===== config.mk =====
export PLATFORM = sky130hd
export DESIGN_NAME = smrc_top
export DESIGN_NICKNAME = d
export VERILOG_FILES = /design/src/smrc_pkg.sv /design/src/smrc_wake_select.sv /design/src/smrc_clock_div.sv /design/src/smrc_top.sv
export VERILOG_INCLUDE_DIRS = /design/src
export SDC_FILE = /design/constraint.sdc
export NUM_CORES = 1
export LEC_CHECK = 0
export BUFFER_PORTS_ARGS = -buffer_cell sky130_fd_sc_hd__buf_2
export CAP_MARGIN = 40
export CORE_MARGIN = 4
export CORE_UTILIZATION = 38
export CTS_CLUSTER_SIZE = 14
export DETAILED_ROUTE_END_ITERATION = 6
export PLACE_DENSITY = 0.55
export SLEW_MARGIN = 40
export SYNTH_ARGS = -nofsm -noshare
export SYNTH_HDL_FRONTEND = slang
export SYNTH_SLANG_ARGS = --single-unit

===== constraint.sdc =====
create_clock -name sys_clk_in -period 3 [get_ports sys_clk_in]
set_input_delay 0.3 -clock sys_clk_in [delete_from_list [all_inputs] [get_ports sys_clk_in]]
set_output_delay 0.3 -clock sys_clk_in [all_outputs]
set_load 0.03 [all_outputs]

===== src/smrc_map.svh =====
// register map, field positions, reset values and timing counts of the stop recovery block
// How it works
// - read-only stop flag: 0 after reset, 1 after recovery
// - control register at 0Bh; only bit 7 readable
// - bit 6 wake level, bit 5 delay enable
// - three-bit source picks pin, pin or NOR group
// - source field cleared on full reset
// - bit 1 divide-by-2 off, bit 0 extra divide-by-16
// - extension source: AND of low or all port-2 pins
// - extension register at 0Dh, write-only, upper bits reserved
// - watchdog mode at 0Fh, write-only, low bits reset 01101
// - registers live in bank Fh via pointer low nibble
// - only full reset initialises; stop recovery keeps values
`ifndef SMRC_MAP_SVH
`define SMRC_MAP_SVH
`define SMRC_BANK 4'hF
`define SMRC_OFS_CTRL 8'h0B
`define SMRC_OFS_EXT 8'h0D
`define SMRC_OFS_WDOG 8'h0F
`define SMRC_CTRL_RESET 8'h20
`define SMRC_EXT_RESET 2'h0
`define SMRC_WDOG_RESET 5'h0D
`define SMRC_BIT_FLAG 7
`define SMRC_BIT_LEVEL 6
`define SMRC_BIT_DELAY 5
`define SMRC_SRC_HI 4
`define SMRC_SRC_LO 2
`define SMRC_BIT_NODIV2 1
`define SMRC_BIT_DIV16 0
`define SMRC_DELAY_NS 5000
`define SMRC_CLK_NS 4
`define SMRC_DELAY_CYC ((`SMRC_DELAY_NS + `SMRC_CLK_NS - 1) / `SMRC_CLK_NS)
`endif


===== src/smrc_pkg.sv =====
// types of the stop recovery block
package smrc_pkg;
    typedef enum logic [1:0] {
        SMRC_RUN = 2'h0,
        SMRC_STOP = 2'h1,
        SMRC_DELAY = 2'h3
    } smrc_state_type;
endpackage


===== src/smrc_wake_select.sv =====
// wake condition selector over port pins
`timescale 1ns/1ps
module smrc_wake_select
(
    input wire logic [2:0] src_in,
    input wire logic [1:0] src_ext_in,
    input wire logic level_in,
    input wire logic [3:0] port3_in,
    input wire logic [7:0] port2_in,
    output logic wake_out
);
    logic primary;
    logic secondary;
    // primary source multiplexer, single pins with selected polarity, NOR groups without
    always_comb
    begin
        unique case (src_in)
            3'h0: primary = 1'b0;
            3'h1: primary = (port3_in[0] == level_in);
            3'h2: primary = (port3_in[1] == level_in);
            3'h3: primary = (port3_in[2] == level_in);
            3'h4: primary = (port3_in[3] == level_in);
            3'h5: primary = (port2_in[7] == level_in);
            3'h6: primary = ~|port2_in[3:0];
            default: primary = ~|port2_in;
        endcase
    end
    // extension source, reserved code never wakes
    always_comb
    begin
        unique case (src_ext_in)
            2'h1: secondary = &port2_in[3:0];
            2'h2: secondary = &port2_in;
            default: secondary = 1'b0;
        endcase
    end
    // both selections are mutually exclusive by software convention
    assign wake_out = primary | secondary;
endmodule


===== src/smrc_clock_div.sv =====
// system and timer tick prescaler enable generator
`timescale 1ns/1ps
module smrc_clock_div
(
    input wire logic sys_clk_in,
    input wire logic reset_n_in,
    input wire logic clk_en_in,
    input wire logic run_in,
    input wire logic nodiv2_in,
    input wire logic div16_in,
    output logic tick_out
);
    typedef struct packed {
        logic [4:0] cnt;
        logic tick;
    } smrc_div_regs_type;

    smrc_div_regs_type r;
    smrc_div_regs_type next_r;
    logic [4:0] limit;
    // divide ratio: 1 or 2, times 16 when enabled
    always_comb
    begin
        limit = 5'h00;
        unique case ({div16_in, nodiv2_in})
            2'b00: limit = 5'h01;
            2'b01: limit = 5'h00;
            2'b10: limit = 5'h1F;
            default: limit = 5'h0F;
        endcase
    end
    // count crystal cycles, pulse once per divided period
    always_comb
    begin
        next_r = r;
        if (!run_in || r.cnt >= limit)
            next_r.cnt = 5'h00;
        else
            next_r.cnt = r.cnt + 5'h01;
        next_r.tick = run_in && (r.cnt >= limit);
    end
    // state held while the clock enable is low
    always_ff @(posedge sys_clk_in or negedge reset_n_in)
    begin
        if (!reset_n_in)
            r <= '0;
        else if (clk_en_in)
            r <= next_r;
    end
    assign tick_out = r.tick;
endmodule


===== src/smrc_top.sv =====
// stop recovery control and clock prescale top
`timescale 1ns/1ps
`include "smrc_map.svh"
module smrc_top
#(
    parameter int DELAY_CYC = `SMRC_DELAY_CYC
)
(
    input wire logic sys_clk_in,
    input wire logic reset_n_in,
    input wire logic clk_en_in,
    input wire logic [3:0] register_pointer_in,
    input wire logic [7:0] reg_addr_in,
    input wire logic reg_wr_in,
    input wire logic reg_rd_in,
    input wire logic [7:0] reg_wdata_in,
    input wire logic stop_req_in,
    input wire logic [3:0] port3_in,
    input wire logic [7:0] port2_in,
    output logic [7:0] reg_rdata_out,
    output logic stopped_out,
    output logic timer_tick_clock_out,
    output logic [4:0] watchdog_mode_out
);
    // refuse a recovery delay the sequencer cannot count
    if (DELAY_CYC < 1)
    begin : g_bad_delay
        $error("delay must be at least one cycle");
    end

    //****************************************
    // state
    //****************************************
    typedef struct packed {
        smrc_pkg::smrc_state_type st;
        logic flag;
        logic level;
        logic delay_en;
        logic [2:0] src;
        logic nodiv2;
        logic div16;
        logic [1:0] src_ext;
        logic [4:0] wdog;
        logic [31:0] cnt;
        logic [7:0] rdata;
        logic tick;
        logic stopped;
    } smrc_regs_type;

    smrc_regs_type r;
    smrc_regs_type next_r;
    logic wake;
    logic tick_raw;
    logic bank_sel;
    // last count of the recovery delay, used by the checks below
    localparam logic [31:0] DELAY_LAST = 32'(DELAY_CYC - 1);

    smrc_wake_select u_wake
    (
        .src_in(r.src),
        .src_ext_in(r.src_ext),
        .level_in(r.level),
        .port3_in(port3_in),
        .port2_in(port2_in),
        .wake_out(wake)
    );

    smrc_clock_div u_div
    (
        .sys_clk_in(sys_clk_in),
        .reset_n_in(reset_n_in),
        .clk_en_in(clk_en_in),
        .run_in(r.st == smrc_pkg::SMRC_RUN),
        .nodiv2_in(r.nodiv2),
        .div16_in(r.div16),
        .tick_out(tick_raw)
    );

    // bank Fh decode through the pointer low nibble
    assign bank_sel = (register_pointer_in == `SMRC_BANK);

    //****************************************
    // next state
    //****************************************
    // register writes, read mux and stop sequencer
    always_comb
    begin
        next_r = r;
        next_r.tick = tick_raw;
        next_r.rdata = 8'h00;
        if (bank_sel && reg_rd_in && reg_addr_in == `SMRC_OFS_CTRL)
            next_r.rdata = {r.flag, 7'h00};
        if (bank_sel && reg_wr_in)
        begin
            unique case (reg_addr_in)
                `SMRC_OFS_CTRL:
                begin
                    next_r.level = reg_wdata_in[`SMRC_BIT_LEVEL];
                    next_r.delay_en = reg_wdata_in[`SMRC_BIT_DELAY];
                    next_r.src = reg_wdata_in[`SMRC_SRC_HI:`SMRC_SRC_LO];
                    next_r.nodiv2 = reg_wdata_in[`SMRC_BIT_NODIV2];
                    next_r.div16 = reg_wdata_in[`SMRC_BIT_DIV16];
                end
                `SMRC_OFS_EXT: next_r.src_ext = reg_wdata_in[1:0];
                `SMRC_OFS_WDOG: next_r.wdog = reg_wdata_in[4:0];
                default: next_r.src = r.src;
            endcase
        end
        // registers stay untouched through recovery
        unique case (r.st)
            smrc_pkg::SMRC_RUN:
                if (stop_req_in)
                    next_r.st = smrc_pkg::SMRC_STOP;
            smrc_pkg::SMRC_STOP:
                if (wake)
                begin
                    next_r.cnt = 32'h0;
                    if (r.delay_en)
                        next_r.st = smrc_pkg::SMRC_DELAY;
                    else
                    begin
                        next_r.st = smrc_pkg::SMRC_RUN;
                        next_r.flag = 1'b1;
                    end
                end
            smrc_pkg::SMRC_DELAY:
                if (r.cnt >= 32'(DELAY_CYC - 1))
                begin
                    next_r.st = smrc_pkg::SMRC_RUN;
                    next_r.flag = 1'b1;
                end
                else
                    next_r.cnt = r.cnt + 32'h1;
            default: next_r.st = smrc_pkg::SMRC_RUN;
        endcase
        // status output registered from the next state
        next_r.stopped = (next_r.st != smrc_pkg::SMRC_RUN);
    end

    //****************************************
    // registers
    //****************************************
    // full reset initialises everything
    always_ff @(posedge sys_clk_in or negedge reset_n_in)
    begin
        if (!reset_n_in)
        begin
            r.st <= smrc_pkg::SMRC_RUN;
            r.flag <= 1'b0;
            r.level <= 1'b0;
            r.delay_en <= 1'b1;
            r.src <= 3'h0;
            r.nodiv2 <= 1'b0;
            r.div16 <= 1'b0;
            r.src_ext <= `SMRC_EXT_RESET;
            r.wdog <= `SMRC_WDOG_RESET;
            r.cnt <= 32'h0;
            r.rdata <= 8'h00;
            r.tick <= 1'b0;
            r.stopped <= 1'b0;
        end
        else if (clk_en_in)
            r <= next_r;
    end

    assign reg_rdata_out = r.rdata;
    assign stopped_out = r.stopped;
    assign timer_tick_clock_out = r.tick;
    assign watchdog_mode_out = r.wdog;
endmodule


# [Word level (Yosys, flattened, before mapping)]
# Cells that the tools add are included.
[totals] register_bits=65 latch_bits=0 ram_bits=0 romBits=0 inputBits=38 word_cells=82 mem_count=0
[op_classes] n_addsub=2 mul=0 n_div=0 n_lt_le_gt_ge=2 n_eq_ne=25 n_shift=0 n_mux=15 bitwise_logic=1 reduce_logical=22
[ops] operator="32-bit two-way mux" count=2
[ops] operator="32-bit case mux with 2 select lines" count=1
[ops] operator="32-bit by 1-bit adder with 32-bit output (second input constant)" count=1
[ops] operator="32-bit by 11-bit >= comparator with 1-bit output (second input constant)" count=1
[ops] operator="8-bit by 4-bit equality test with 1-bit output (second input constant)" count=3
[ops] operator="5-bit case mux with 3 select lines" count=1
[ops] operator="3-bit equality test (second input constant)" count=3
[ops] operator="3-bit AND reduction" count=3
[ops] operator="8-bit two-way mux" count=1
[ops] operator="4-bit AND reduction" count=2
[ops] operator="8-bit AND reduction" count=1
[ops] operator="8-bit OR reduction" count=1
[ops] operator="1-bit case mux with 7 select lines" count=1
[ops] operator="2-bit by 1-bit equality test with 1-bit output (second input constant)" count=3
[ops] operator="2-bit equality test (second input constant)" count=3
[ops] operator="3-bit by 2-bit equality test with 1-bit output (second input constant)" count=2
[ops] operator="3-bit two-way mux" count=2
[ops] operator="2-bit inequality test (second input constant)" count=3
[ops] operator="2-bit case mux with 3 select lines" count=1
[ops] operator="5-bit by 1-bit adder with 5-bit output (second input constant)" count=1
[ops] operator="1-bit equality test" count=5
[ops] operator="5-bit >= comparator" count=1
[ops] operator="5-bit two-way mux" count=1
[ops] operator="5-bit AND reduction" count=1
[ops] operator="other kinds (14)" count=23

# [Longest topological paths before layout]
[depth] depth_word=7 mapped_depth=9 ltp_nobuf=9

# [Cells and area by module]
# Synthesis repeated with hierarchy kept, for this count alone.
[hier_totals] hier_cells=276 area_unflattened_um2=2916.5
[by_module_without_submodules] module="smrc_top" n_inst=1 cells_each=211 area_per_inst_um2=2331.0 seq_area_each_um2=1306.3
[by_module_without_submodules] module="smrc_clock_div" n_inst=1 cells_each=41 area_per_inst_um2=399.1 seq_area_each_um2=150.1
[by_module_without_submodules] module="smrc_wake_select" n_inst=1 cells_each=24 area_per_inst_um2=186.4 seq_area_each_um2=0.0

# [Least setup slack after synthesis]
# No wires, ideal clock.
[synth_timing] path_kind="register to register" startpoint="reg r[49] in the netlist's numbering" endpoint="reg u_div.r[3] in the netlist's numbering" arrival_time_ns=1.831 slack_ns=1.053 stages_incl_launch_ff=10 n_path_buf=0 synth_period_minus_slack_ns=1.947 path_cell_list="dfrtp_1 > inv_1 > nand2_1 > ha_1 > nand2b_1 > a21o_1 > a21o_1 > a21oi_1 > o21ai_1 > o311ai_0"
[synth_via] elab_chain_cells=5 elab_cells_between_ends=7 cone_classes="1 x order compare; 2 x eq/ne; 2 x mux; 2 x reduce/logical"
[synth_rtl] element="start, declared" line="smrc_top.sv:50" source="smrc_regs_type r;"
[synth_rtl] element="start signal, assigned" line="smrc_top.sv:163" source="r <= next_r;"
[synth_rtl] element="2-bit equality test (tied with other cells)" line="smrc_clock_div.sv:25" source="unique case ({div16_in, nodiv2_in})"
[synth_rtl] element="5-bit case mux with 3 select lines *" line="smrc_clock_div.sv:25"
[synth_rtl] element="5-bit >= comparator *" line="smrc_clock_div.sv:36" source="if (!run_in || r.cnt >= limit)"
[synth_rtl] element="1-bit logical OR *" line="smrc_clock_div.sv:36"
[synth_rtl] element="5-bit two-way mux *" line="smrc_clock_div.sv:36"
[synth_rtl] element="end signal, assigned" line="smrc_clock_div.sv:48" source="r <= next_r;"
[synth_rtl] element="end, declared" line="smrc_clock_div.sv:18" source="smrc_div_regs_type r;"
# Every way passes the cells marked *; elsewhere a longest branch is shown, timed or not.
# A chain may end at the register's enable or synchronous reset.

# [Final worst setup path]
[layout_timing] startpoint="reg r[47] in the netlist's numbering" endpoint="reg r[18] in the netlist's numbering"
[layout_via] elab_chain_cells=5 elab_cells_between_ends=6 cone_classes="3 x eq/ne; 1 x mux; 1 x bitwise; 1 x reduce/logical"
[layout_rtl] element="2-bit equality test or 2-bit by 1-bit equality test with 1-bit output (tied branches)" line="smrc_wake_select.sv:31" source="unique case (src_ext_in)"
[layout_rtl] element="1-bit case mux with 2 select lines *" line="smrc_wake_select.sv:31"
[layout_rtl] element="1-bit bitwise OR *" line="smrc_wake_select.sv:38" source="assign wake_out = primary | secondary;"
[layout_rtl] element="2-bit by 1-bit inequality test with 1-bit output (no line) *"
[layout_rtl] element="4-bit AND reduction (no line) *"
# Marked as above.

==> impl_metrics.env <==
export IMPL_status="finished clean"
export IMPL_postSynth_asyncResetShare_pct=100
export IMPL_place_inst=452
export IMPL_grt_pass1_vias=2528
export IMPL_die_y_um=100
export IMPL_crit_type="flop to flop"
export IMPL_overflow=0
export IMPL_routed_wirelength_mm=6.68
export IMPL_ctsHoldBuffers=0
export IMPL_worstMarginPinSlew_ns=0.529
export IMPL_htreeDepth=3
export IMPL_end_kind="flop"
export IMPL_drt_iter0_markers=81
export IMPL_grt_pass1_wl_mm=11.8
export IMPL_min_path_type="input pin to async pin"
export IMPL_slew_headroom_pct=64.7
export IMPL_syn_area_um2=3220
export IMPL_rsz0062_at_grt="false"
export IMPL_grt_max_degree=59
export IMPL_num_antenna_cells=0
export IMPL_numCtsBuffers=9
export IMPL_synth_cells=315
export IMPL_synth_seq_cells=58
export IMPL_avgViaCountPerCell=5.32
export IMPL_reg2regPathDepth=9
export IMPL_holdWs_ns=0.0213
export IMPL_num_vias=2490
export IMPL_layout_common_cells="dfrtp_1 (54), buf_2 (44), nor3_1 (19)"
export IMPL_finalNetCount=407
export IMPL_n_fill_cell=802
export IMPL_total_power_mw=1.96
export IMPL_drcViolationCount=0
export IMPL_ys_seq_area_share_pct=45.3
export IMPL_layout_commonest_cell="dfrtp_1"
export IMPL_synth_avg_cell_area_um2=10.2
export IMPL_cts_setup_buffers=0
export IMPL_synth_main_ff_cell="dfrtp_1"
export IMPL_die_w_um=100
export IMPL_firstDrtPassIters=4
export IMPL_fin_cells=468
export IMPL_drive_gt1_share_pct=28.1
export IMPL_period_needed_ns=2.21
export IMPL_core_um2=8220
export IMPL_cp_start_kind="flop"
export IMPL_finClkSkew_ns=0.00913
export IMPL_start_util_pct=39.2
export IMPL_ir_worst_vdd_mv=0.263
export IMPL_cts_buffer_depth=2
export IMPL_finalHoldViolations=0
export IMPL_setup_viol=0
export IMPL_clkLatencyLatePin_ns=0.34
export IMPL_yosysUniqueCellTypes=55
export IMPL_worstPathMaxFanout=17
export IMPL_fp_dieArea_um2=10000
export IMPL_yosys_warnings=0
export IMPL_fin_crit_sh_pct=73.6
export IMPL_io_pins=53
export IMPL_clock_root_buffer="clkbuf_8"
export IMPL_power_density_nw_per_um2=531
export IMPL_post_cts_resized=0
export IMPL_leakagePower_nw=1.74
export IMPL_rows=33
export IMPL_arrival_ns=2.43
export IMPL_antenna_found_initial=0
export IMPL_cts_tree="built"
export IMPL_ant_nets=0
export IMPL_tns_ns=0
export IMPL_fmax_mhz=453
export IMPL_grt_use_total_pct=14.4
export IMPL_clk_pin_slew_worst_paths_ns=0.07
export IMPL_io_buffers=44
export IMPL_place_ws_ns=0.834
export IMPL_critical_path_required_ns=3.22
export IMPL_slew_viol_final=0
export IMPL_synth_edff_count=0
export IMPL_maxCapViolations=0
export IMPL_dp_hpwl_mm=4.72
export IMPL_wl_per_cell_um=14.3
export IMPL_timing_final_ws_setup_ns=0.792
export IMPL_cts_sinks=58
export IMPL_synthToLayoutAreaGrowth_pct=14.9
export IMPL_place_gp_congestion=0.786
==> worst paths after layout <==
path                                 start          end  slack [ns]
hold reg to reg                      r[17]        r[17]        0.48
min in group sys_clk_in    reg_wdata_in[6]        r[55]        0.20
setup reg to reg                     r[47]        r[18]        0.79
setup / recovery                     r[47]        r[18]        0.79
max in group asynchronous       reset_n_in        r[54]        2.58
hold / removal                  reset_n_in  stopped_out        0.02
==> through the flow <==
stage	util (%)	cell area, um2
after floorplan	-	3240
after global placement	42.1	3460
after detailed placement	42.1	3460
after CTS	44.9	3690
after global routing	45.0	3690
final	45.0	3690
==> sequential cells by signal, summed over array words and instances, names as in the netlist <==
signal and count:
r 44, u_div.r 5, watchdog_mode_out 5, reg_rdata_out 1
stopped_out 1, timer_tick_clock_out 1, u_div.tick_out 1
==> cells in the mapped netlist (all sizes together), types with 2 or more instances <==
library cell / instances / area, um2
o21bai: 4 / 30.0
a21oi: 11 / 58.8
and2: 16 / 130
nor3: 20 / 100
a211oi: 4 / 40.0
buf: 18 / 143
clkbuf: 5 / 28.8
mux2i: 5 / 50.1
dfstp: 4 / 105
nor4: 7 / 43.8
nand3: 14 / 70.1
ha: 11 / 138
o2bb2ai: 5 / 43.8
o21ai: 9 / 45.0
mux2: 12 / 135
and3: 7 / 43.8
dfrtp: 54 / 1350
a31oi: 3 / 18.8
o21a: 10 / 75.1
a22o: 2 / 17.5
nor2: 11 / 43.8
a21o: 2 / 15.0
inv: 15 / 56.3
or3: 2 / 17.5
nand2: 17 / 63.8
nor2b: 2 / 12.5
nand2b: 5 / 31.3
nand4: 14 / 93.8
o41ai: 3 / 26.3
o31ai: 9 / 67.6
==> kinds of logic (layout without fill, tap and decap cells) <==
group,count (synthesis),count (layout),share of synthesized area [%]
muxes,17,17,5.76
AOI/OAI and AO/OA,70,70,16.0
buffers and inverters,38,80,7.08
and+or+nand+nor,120,120,21.5
DFF,58,58,45.3
other,1,7,0.117
adders and majority gates,11,11,4.28
==> area by class of cell <==
cell class	instances	area (um2)	share of cell area [%]
clock buffer	12	155	4.20
clock inverter	4	73.8	2.00
inverter	15	56.3	1.52
multi-input combinational	225	1560	42.2
sequential	58	1460	39.4
tap	105	131	3.56
timing repair buffer	49	262	7.08
==> worst max-delay path, stage by stage (launching register included) <==
cell	delay, ns
dfrtp_1	0.39
inv_1	0.07
ha_1	0.14
and3_1	0.14
a31oi_1	0.08
o31ai_1	0.43
a211oi_2	0.08
buf_4	0.22
or2_1	0.30
a22o_1	0.25
==> report_power, final <==
part	leakage, nW	switching, mW	internal, mW
sequential	0.761	0.0520	0.817
combinational	0.865	0.166	0.0958
clock	0.117	0.319	0.514
total	1.74	0.537	1.43
==> metal layers <==
metal | part of all wire, % | track usage (%)
met5 | 0 | 0
met4 | 1.7 | 5.80
met3 | 5.3 | 3.89
met2 | 44 | 20.9
met1 | 49 | 20.5
No activity file was read; power rests on OpenSTA's default activity.
